===== src/hdl/sred_defs.vh =====
// Constants for the serial receive error diagnostic block.
// Assumes a 100 MHz system clock and a plain register port.
`ifndef SRED_DEFS_VH
`define SRED_DEFS_VH

// Error weights in the diagnostic value.
`define SRED_W_PARITY    12'h0001
`define SRED_W_FRAMING   12'h0002
`define SRED_W_NOISE     12'h0004
`define SRED_W_OVERRUN   12'h0008
`define SRED_W_NODATA    12'h0200
`define SRED_W_CHECKSUM  12'h0400
`define SRED_W_WRONGDATA 12'h0800
`define SRED_DIAG_W      12

// Register offsets.
`define SRED_REG_CTRL    4'h0
`define SRED_REG_BAUD    4'h1
`define SRED_REG_DIAG    4'h2
`define SRED_REG_RXDATA  4'h3
`define SRED_REG_IRQ_ST  4'h4
`define SRED_REG_IRQ_MSK 4'h5
`define SRED_REG_HDR     4'h6
`define SRED_REG_PERIOD  4'h7

// Control fields.
`define SRED_CTRL_PAR_EN   0
`define SRED_CTRL_PAR_ODD  1
`define SRED_CTRL_TWO_STOP 2
`define SRED_CTRL_EN       3

// Reset values and the message length limit.
`define SRED_CTRL_RST    4'h8
`define SRED_BAUD_RST    16'h0364
`define SRED_HDR_RST     8'h82
`define SRED_LEN_MAX     8'h40

// Reporting interval: 100 ms at 100 MHz.
`define SRED_INTERVAL_NS  100000000
`define SRED_CLK_NS       10
`define SRED_INTERVAL_CYC (`SRED_INTERVAL_NS / `SRED_CLK_NS)

// Interrupt status bits.
`define SRED_IRQ_BYTE    0
`define SRED_IRQ_ERR     1
`define SRED_IRQ_MSG     2

`endif


===== src/hdl/sred_uart_rx.v =====
// Serial character receiver with parity and stop bit checks.
// Assumes rxd is already synchronous to clk; baud_div is cycles per bit.
`timescale 1ns/10ps
`default_nettype none
module sred_uart_rx (
   input  wire        clk,
   input  wire        rst,
   input  wire        rxd,
   input  wire [15:0] baud_div,
   input  wire        par_en,
   input  wire        par_odd,
   input  wire        two_stop,
   output reg         rx_valid,
   output reg  [7:0]  rx_byte,
   output reg         par_err,
   output reg         frm_err
);
   localparam ST_IDLE  = 5'b00001;
   localparam ST_START = 5'b00010;
   localparam ST_DATA  = 5'b00100;
   localparam ST_PAR   = 5'b01000;
   localparam ST_STOP  = 5'b10000;

   reg [4:0]  state;
   reg [15:0] cnt;
   reg [2:0]  bit_idx;
   reg        stop_idx;
   reg [7:0]  shreg;
   reg        par_bit;
   wire       tick = (cnt == 16'h0000);
   wire [15:0] half = {1'b0, baud_div[15:1]};

   always @(posedge clk or posedge rst) begin
      if (rst) begin
         state    <= ST_IDLE;
         cnt      <= 16'h0000;
         bit_idx  <= 3'd0;
         stop_idx <= 1'b0;
         shreg    <= 8'h00;
         par_bit  <= 1'b0;
         rx_valid <= 1'b0;
         rx_byte  <= 8'h00;
         par_err  <= 1'b0;
         frm_err  <= 1'b0;
      end else begin
         rx_valid <= 1'b0;
         if (!tick)
            cnt <= cnt - 16'h0001;
         case (state)
            ST_IDLE: begin
               if (!rxd) begin
                  cnt   <= half;
                  state <= ST_START;
               end
            end
            ST_START: if (tick) begin
               if (rxd) begin
                  state <= ST_IDLE;
               end else begin
                  cnt     <= baud_div - 16'h0001;
                  bit_idx <= 3'd0;
                  state   <= ST_DATA;
               end
            end
            ST_DATA: if (tick) begin
               shreg <= {rxd, shreg[7:1]};
               cnt   <= baud_div - 16'h0001;
               bit_idx <= bit_idx + 3'd1;
               if (bit_idx == 3'd7)
                  state <= par_en ? ST_PAR : ST_STOP;
               stop_idx <= 1'b0;
            end
            ST_PAR: if (tick) begin
               par_bit <= rxd;
               cnt     <= baud_div - 16'h0001;
               state   <= ST_STOP;
            end
            ST_STOP: if (tick) begin
               cnt <= baud_div - 16'h0001;
               if (!rxd || !(two_stop && !stop_idx)) begin
                  // A low stop bit ends the character at once as a framing fault.
                  rx_valid <= 1'b1;
                  rx_byte  <= shreg;
                  par_err  <= par_en && ((^shreg ^ par_bit) != par_odd);
                  frm_err  <= !rxd;
                  state    <= rxd ? ST_IDLE : ST_IDLE;
               end else begin
                  stop_idx <= 1'b1;
               end
            end
            default: state <= ST_IDLE;
         endcase
      end
   end
endmodule // sred_uart_rx
`default_nettype wire


===== src/hdl/sred_msg_check.v =====
// Message checker: header search, length, payload checksum.
// Frame: header byte, length byte (1..max), payload, checksum = sum of all.
`timescale 1ns/10ps
`default_nettype none
`include "sred_defs.vh"
module sred_msg_check (
   input  wire       clk,
   input  wire       rst,
   input  wire       byte_valid,
   input  wire [7:0] byte_data,
   input  wire [7:0] header,
   output reg        hdr_seen,
   output reg        msg_ok,
   output reg        sum_err,
   output reg        bad_data
);
   localparam ST_HUNT = 4'b0001;
   localparam ST_LEN  = 4'b0010;
   localparam ST_BODY = 4'b0100;
   localparam ST_SUM  = 4'b1000;

   reg [3:0] state;
   reg [7:0] left;
   reg [7:0] sum;

   always @(posedge clk or posedge rst) begin
      if (rst) begin
         state    <= ST_HUNT;
         left     <= 8'h00;
         sum      <= 8'h00;
         hdr_seen <= 1'b0;
         msg_ok   <= 1'b0;
         sum_err  <= 1'b0;
         bad_data <= 1'b0;
      end else begin
         hdr_seen <= 1'b0;
         msg_ok   <= 1'b0;
         sum_err  <= 1'b0;
         bad_data <= 1'b0;
         if (byte_valid) begin
            case (state)
               ST_HUNT: if (byte_data == header) begin
                  hdr_seen <= 1'b1;
                  sum      <= byte_data;
                  state    <= ST_LEN;
               end
               ST_LEN: begin
                  if (byte_data == 8'h00 || byte_data > `SRED_LEN_MAX) begin
                     bad_data <= 1'b1;
                     state    <= ST_HUNT;
                  end else begin
                     left  <= byte_data;
                     sum   <= sum + byte_data;
                     state <= ST_BODY;
                  end
               end
               ST_BODY: begin
                  sum  <= sum + byte_data;
                  left <= left - 8'h01;
                  if (left == 8'h01)
                     state <= ST_SUM;
               end
               ST_SUM: begin
                  msg_ok  <= (byte_data == sum);
                  sum_err <= (byte_data != sum);
                  state   <= ST_HUNT;
               end
               default: state <= ST_HUNT;
            endcase
         end
      end
   end
endmodule // sred_msg_check
`default_nettype wire


===== src/hdl/sred_diag.v =====
// Serial link error diagnostic: receiver, message checker, weighted code.
// Assumes rxd synchronous to clk and a one-cycle register port.
//
// What this block does
// - Sum active error weights into one value.
// - Parity mismatch sets weight one.
// - Missing stop bit sets weight two.
// - Noise weight four always reads zero.
// - Unread byte overwritten sets overrun weight.
// - No valid header in interval sets 512.
// - Header found, bad checksum sets 1024.
// - Undecodable content sets weight 2048.
// - Diagnostic value readable as its own channel.
//
// The address-and-strobe port and the placing of the registers are this design's own decisions.
`timescale 1ns/10ps
`default_nettype none
`include "sred_defs.vh"
module sred_diag #(
   parameter [31:0] INTERVAL_CYC = `SRED_INTERVAL_CYC
) (
   input  wire        clk,
   input  wire        rst,
   input  wire        rxd,
   input  wire [3:0]  addr,
   input  wire [15:0] wdata,
   input  wire        wr,
   input  wire        rd,
   output reg  [15:0] rdata,
   output wire        irq,
   output reg  [11:0] serial_link_error_channel
);
   reg [3:0]  ctrl;
   reg [15:0] baud_div;
   reg [7:0]  header;
   reg [2:0]  irq_st;
   reg [2:0]  irq_msk;
   reg [7:0]  data_hold;
   reg        data_full;
   reg [11:0] acc;
   reg [31:0] ivl_cnt;
   reg [15:0] msg_cnt;
   reg [15:0] msg_rate;

   wire       rx_valid;
   wire [7:0] rx_byte;
   wire       par_err;
   wire       frm_err;
   wire       hdr_seen;
   wire       msg_ok;
   wire       sum_err;
   wire       bad_data;
   wire       en = ctrl[`SRED_CTRL_EN];

   sred_uart_rx u_rx (
      .clk      (clk),
      .rst      (rst),
      .rxd      (rxd | ~en),
      .baud_div (baud_div),
      .par_en   (ctrl[`SRED_CTRL_PAR_EN]),
      .par_odd  (ctrl[`SRED_CTRL_PAR_ODD]),
      .two_stop (ctrl[`SRED_CTRL_TWO_STOP]),
      .rx_valid (rx_valid),
      .rx_byte  (rx_byte),
      .par_err  (par_err),
      .frm_err  (frm_err)
   );

   // Only clean characters feed the message checker.
   wire good_byte = rx_valid & ~par_err & ~frm_err;

   sred_msg_check u_msg (
      .clk        (clk),
      .rst        (rst),
      .byte_valid (good_byte),
      .byte_data  (rx_byte),
      .header     (header),
      .hdr_seen   (hdr_seen),
      .msg_ok     (msg_ok),
      .sum_err    (sum_err),
      .bad_data   (bad_data)
   );

   wire rd_data  = rd && (addr == `SRED_REG_RXDATA);
   wire ivl_end  = (ivl_cnt == INTERVAL_CYC - 32'd1);
   wire overrun  = rx_valid && data_full && !rd_data;

   // Weights seen in this cycle; the noise weight is never produced.
   wire [11:0] hits =
      ((rx_valid && par_err) ? `SRED_W_PARITY    : 12'h000) |
      ((rx_valid && frm_err) ? `SRED_W_FRAMING   : 12'h000) |
      (overrun               ? `SRED_W_OVERRUN   : 12'h000) |
      (sum_err               ? `SRED_W_CHECKSUM  : 12'h000) |
      (bad_data              ? `SRED_W_WRONGDATA : 12'h000);

   // A header seen anywhere in the interval clears the no-data condition.
   reg hdr_in_ivl;

   always @(posedge clk or posedge rst) begin
      if (rst) begin
         ivl_cnt    <= 32'd0;
         acc        <= 12'h000;
         hdr_in_ivl <= 1'b0;
         msg_cnt    <= 16'h0000;
         msg_rate   <= 16'h0000;
         serial_link_error_channel <= 12'h000;
      end else begin
         if (ivl_end) begin
            ivl_cnt <= 32'd0;
            // The code published at an interval end stays for the whole next
            // interval, so a single event is visible for at least one interval.
            serial_link_error_channel <= (acc | hits |
               ((hdr_in_ivl || hdr_seen) ? 12'h000 : `SRED_W_NODATA))
               & ~`SRED_W_NOISE;
            acc        <= 12'h000;
            hdr_in_ivl <= 1'b0;
            msg_rate   <= msg_cnt + {15'd0, msg_ok};
            msg_cnt    <= 16'h0000;
         end else begin
            ivl_cnt    <= ivl_cnt + 32'd1;
            acc        <= acc | hits;
            hdr_in_ivl <= hdr_in_ivl | hdr_seen;
            if (msg_ok)
               msg_cnt <= msg_cnt + 16'h0001;
         end
      end
   end

   // Receive holding register; a read empties it, a new byte without parity or framing error fills it.
   always @(posedge clk or posedge rst) begin
      if (rst) begin
         data_hold <= 8'h00;
         data_full <= 1'b0;
      end else begin
         if (rx_valid && !par_err && !frm_err) begin
            data_hold <= rx_byte;
            data_full <= 1'b1;
         end else if (rd_data) begin
            data_full <= 1'b0;
         end
      end
   end

   wire [2:0] irq_ev;
   assign irq_ev[`SRED_IRQ_BYTE] = good_byte;
   assign irq_ev[`SRED_IRQ_ERR]  = |hits;
   assign irq_ev[`SRED_IRQ_MSG]  = msg_ok;
   assign irq = |(irq_st & irq_msk);

   wire [2:0] irq_clr = (wr && addr == `SRED_REG_IRQ_ST) ? wdata[2:0] : 3'b000;

   always @(posedge clk or posedge rst) begin
      if (rst) begin
         ctrl     <= `SRED_CTRL_RST;
         baud_div <= `SRED_BAUD_RST;
         header   <= `SRED_HDR_RST;
         irq_msk  <= 3'b000;
         irq_st   <= 3'b000;
      end else begin
         // A new event beats a clear in the same cycle.
         irq_st <= (irq_st & ~irq_clr) | irq_ev;
         if (wr) begin
            case (addr)
               `SRED_REG_CTRL:    ctrl     <= wdata[3:0];
               `SRED_REG_BAUD:    baud_div <= (wdata < 16'h0004) ? 16'h0004 : wdata;
               `SRED_REG_HDR:     header   <= wdata[7:0];
               `SRED_REG_IRQ_MSK: irq_msk  <= wdata[2:0];
               default: ;
            endcase
         end
      end
   end

   always @(posedge clk or posedge rst) begin
      if (rst) begin
         rdata <= 16'h0000;
      end else begin
         rdata <= 16'h0000;
         if (rd) begin
            case (addr)
               `SRED_REG_CTRL:    rdata <= {12'h000, ctrl};
               `SRED_REG_BAUD:    rdata <= baud_div;
               `SRED_REG_DIAG:    rdata <= {4'h0, serial_link_error_channel};
               `SRED_REG_RXDATA:  rdata <= {7'h00, data_full, data_hold};
               `SRED_REG_IRQ_ST:  rdata <= {13'h0000, irq_st};
               `SRED_REG_IRQ_MSK: rdata <= {13'h0000, irq_msk};
               `SRED_REG_HDR:     rdata <= {8'h00, header};
               `SRED_REG_PERIOD:  rdata <= msg_rate;
               default:           rdata <= 16'h0000;
            endcase
         end
      end
   end
endmodule // sred_diag
`default_nettype wire


===== config.mk =====
export PLATFORM = sky130hd
export DESIGN_NAME = sred_diag
export DESIGN_NICKNAME = d
export VERILOG_FILES = /design/src/hdl/sred_uart_rx.v /design/src/hdl/sred_msg_check.v /design/src/hdl/sred_diag.v
export VERILOG_INCLUDE_DIRS = /design/src /design/src/hdl
export SDC_FILE = /design/constraint.sdc
export NUM_CORES = 1
export LEC_CHECK = 0
export BUFFER_PORTS_ARGS = -buffer_cell sky130_fd_sc_hd__buf_2
export CAP_MARGIN = 20
export CORE_ASPECT_RATIO = 2
export CORE_MARGIN = 2
export CORE_UTILIZATION = 55
export CTS_CLUSTER_SIZE = 24
export DETAILED_ROUTE_END_ITERATION = 10
export PLACE_DENSITY = 0.73
export SLEW_MARGIN = 20
export SYNTH_ARGS = -nofsm -noshare
export SYNTH_HDL_FRONTEND = slang
export SYNTH_HIERARCHICAL = 1
export SYNTH_SLANG_ARGS = --single-unit

===== constraint.sdc =====
create_clock -name clk -period 6.9 [get_ports clk]
set_clock_uncertainty 0.05 [all_clocks]
set_input_delay 2.07 -clock clk [delete_from_list [all_inputs] [get_ports clk]]
set_output_delay 2.07 -clock clk [all_outputs]
set_load 0.1 [all_outputs]

==> results by group <==
Status
  • Result of the run: completed

Final layout
  • Share of post-route cells with drive strength above 1: 0.1595
  • Count of placed standard cells in the final layout, fillers left out: 1370
  • Area growth from synthesis to final layout: 9.399%
  • Nets: 1141

Route
  • Average vias per placed instance: 6.067
  • Detailed Route WL: 26890 um
  • Routed length per instance: 19.63 um
  • Antenna violation net count after detailed routing: 0
  • Starting DRC count in detailed routing: 335
  • Detailed-router iteration count before antenna repair: 5
  • Via count: 8312
  • DRC violations left: 0

Timing
  • Hold violation total from the final report: 0
  • Setup repair after global routing missed its margin: false
  • Min Clock Period, post-route: 3951 ps
  • Max-slew headroom at the worst pin: 0.3360
  • Total negative slack for setup checks: 0 ps
  • Max Fclk: 253.1 MHz
  • Worst Hold Slack: 426.0 ps
  • Number of max-slew violations in the final report: 0
  • Worst Setup Slack, final: 2949 ps
  • Slew at the pin closest to its max-slew limit: 986.9 ps
  • Period utilization: 0.5725
  • Final setup viols: 0

CTS
  • Insertion delay of the later-clocked pin in the worst-skew pair: 500 ps
  • Clock tree from TritonCTS: yes
  • Number of post-CTS setup repair buffers: 0
  • Clock sinks: 204
  • Quantity of gates resized following cts: 0
  • Number of buffers on the longest clock path: 3
  • Master cell of the clock root buffer: sky130_fd_sc_hd__clkbuf_16
  • Number of hold-repair buffers added at the cts stage: 0
  • Clk pin slew, worst setup/hold paths: 70 ps
  • H-Tree Depth: 1
  • Number of buffers created by CTS: 19

Synthesis
  • Most used standard cells in the synthesized netlist: sky130_fd_sc_hd__dfrtp_1, sky130_fd_sc_hd__nor2_1, sky130_fd_sc_hd__nand2_1
  • Proportion of synthesized chip area in sequential cells: 0.4711
  • Fraction of post-synthesis cell area in the top cell type by area: 0.4470
  • Number of unique standard cell types used by synthesis: 76
  • Primary flip-flop cell chosen by synthesis mapping: sky130_fd_sc_hd__dfrtp_1
  • Yosys synthesis warning count: 6
  • Async set or reset register ratio after synthesis: 1.000
  • Post-Synthesis Cells: 1077
  • Synthesis-stage register bit count: 204
  • Mapped Area: 10860 um^2
  • Leading cell type by number of instances after synthesis: sky130_fd_sc_hd__dfrtp_1
  • Top cell type by total area after synthesis: sky130_fd_sc_hd__dfrtp_1
  • Number of enable-type register cells in the synthesized netlist: 0
  • Area contributors post-synth: sky130_fd_sc_hd__dfrtp_1, sky130_fd_sc_hd__mux2_2, sky130_fd_sc_hd__xnor2_1
  • Post-synthesis average cell area: 10.09 um^2

Floorplan
  • Die Wd: 103.4 um
  • Y dimension of the die: 202.7 um
  • FP Rows: 72
  • Number of top-level design ports: 54
  • DIE AREA: 20960 um^2
  • Placeable core area: 19370 um^2
  • Starting density of the core: 0.5608

Setup path
  • CP Capture Type: primary output
  • Crit Path Category: flop to primary output
  • Kind of start point of the critical path: flop
  • Biggest fanout along the worst timing path: 3
  • Data arrival at the endpoint of the critical path: 1830 ps
  • Worst setup startpoint: irq_st[2]$_DFF_PP0_
  • Worst reg2reg startpoint: u_rx/cnt[1]$_DFF_PP0_
  • CP required: 4780 ps
  • Worst reg-to-reg path cell count: 6

Placed design
  • Routability-driven placement congestion ratio: 0.9149
  • Dpl hpwl: 19990 um
  • Placed Cells: 1334
  • Count of input and output buffers: 47
  • DP Worst Slack: 2632 ps

Power
  • Power per cell area: 254.3 nW/um^2
  • Leakage power figure: 5.248 nW
  • Largest voltage drop on the vdd net: 0.1694 mV

GRT
  • First-pass GRT wire length: 42990 um
  • Largest net degree at the start of global routing: 83
  • GRT Overall Usage: 0.2617
  • Gr ovfl total: 0
  • Number of global-route vias before repair: 8607
  • Antenna violations before repair: 1

Job
  • Number of maximum-capacitance constraint violations: 0

Worst hold path
  • Startpoint of the tightest hold check path: u_rx/bit_idx[1]$_DFFE_PP0P_
  • Worst hold path stage count: 2
  • Type of the worst min-delay path: flop to flop
[critical path, cell delays in order, from the launching register on]
cell and delay (ps):
sky130_fd_sc_hd__dfrtp_1 410, sky130_fd_sc_hd__a222oi_1 540, sky130_fd_sc_hd__inv_1 80, sky130_fd_sc_hd__buf_2 310
[flip-flops by register name, summed over array words and instances, names as in the netlist, 16 cells and up]
signal and cells:
baud_div 16, msg_rate 16, u_rx/cnt 16, msg_cnt 16
rdata 16, ivl_cnt 32
[layout make-up]
cell class	count	area, um^2
diodes	1	2.502
clock buffers	26	541.8
clock inverters	8	106.4
fillers	1623	7486
inverters	25	98.84
multi-input cells	794	5404
flip-flops and latches	204	5117
well taps	259	324.1
repair buffers	53	287.8
[logic make-up after synthesis]
family	Yosys count	share of synthesized area
xor gates and xnor gates	97	0.07948
buffers and inverters	84	0.03444
muxes	72	0.07326
DFF	204	0.4711
AOI/OAI and AO/OA	204	0.1252
adders and majority gates	19	0.02258
and+or+nand+nor	396	0.1935
other	1	0.0003453
[metrics by stage]
step,util,total power [W],instance area (um^2)
finish,0.6135,0.003022,11880
global route,0.6135,0.003158,11880
CTS,0.6121,0.003039,11860
detailed placement,0.5786,0.001949,11210
global placement,0.5786,0.001936,11210
floorplan,-,0.001799,10880
[worst paths after layout]
| check | endpoint | slack [ps] |
|---|---|---|
| min reg2reg | u_rx/bit_idx[1]$_DFFE_PP0P_ | 430 |
| max reg2reg | u_rx/shreg[1]$_DFFE_PP0P_ | 3630 |
| max in group asynchronous | ivl_cnt[3]$_DFF_PP0_ | 3960 |
| min | u_rx/bit_idx[1]$_DFFE_PP0P_ | 430 |
| min in group asynchronous | u_msg/sum[2]$_DFFE_PP0P_ | 1600 |
| max | irq | 2950 |
[cell usage in the layout (no fill, tap or decap), types with 28 or more instances in the layout]
master	instances
sky130_fd_sc_hd__nand3_1	28
sky130_fd_sc_hd__xnor2_1	59
sky130_fd_sc_hd__a21oi_1	52
sky130_fd_sc_hd__o21ai_0	31
sky130_fd_sc_hd__xor2_1	37
sky130_fd_sc_hd__nor3_1	39
sky130_fd_sc_hd__mux2_2	56
sky130_fd_sc_hd__nand2_1	70
sky130_fd_sc_hd__buf_2	47
sky130_fd_sc_hd__dfrtp_1	194
sky130_fd_sc_hd__nor2_1	106
[metal layers]
metal | global-route usage | wire [um] | vias up | share of wire
met5 | 0 | 0 | - | 0
met4 | 0.1743 | 1837 | 0 | 0.068
met3 | 0.03477 | 1003 | 101 | 0.037
met2 | 0.4753 | 14750 | 200 | 0.55
met1 | 0.2661 | 9305 | 4072 | 0.35
li1 | - | - | 3939 | -
[power by group]
part           internal [W]  leakage [nW]  total (W)  switching, W
combinational      0.000203          2.23   0.000503      0.000300
sequential          0.00130          2.71    0.00144      0.000139
clock              0.000631         0.312    0.00108      0.000453
(Power assumes the default switching activity.)
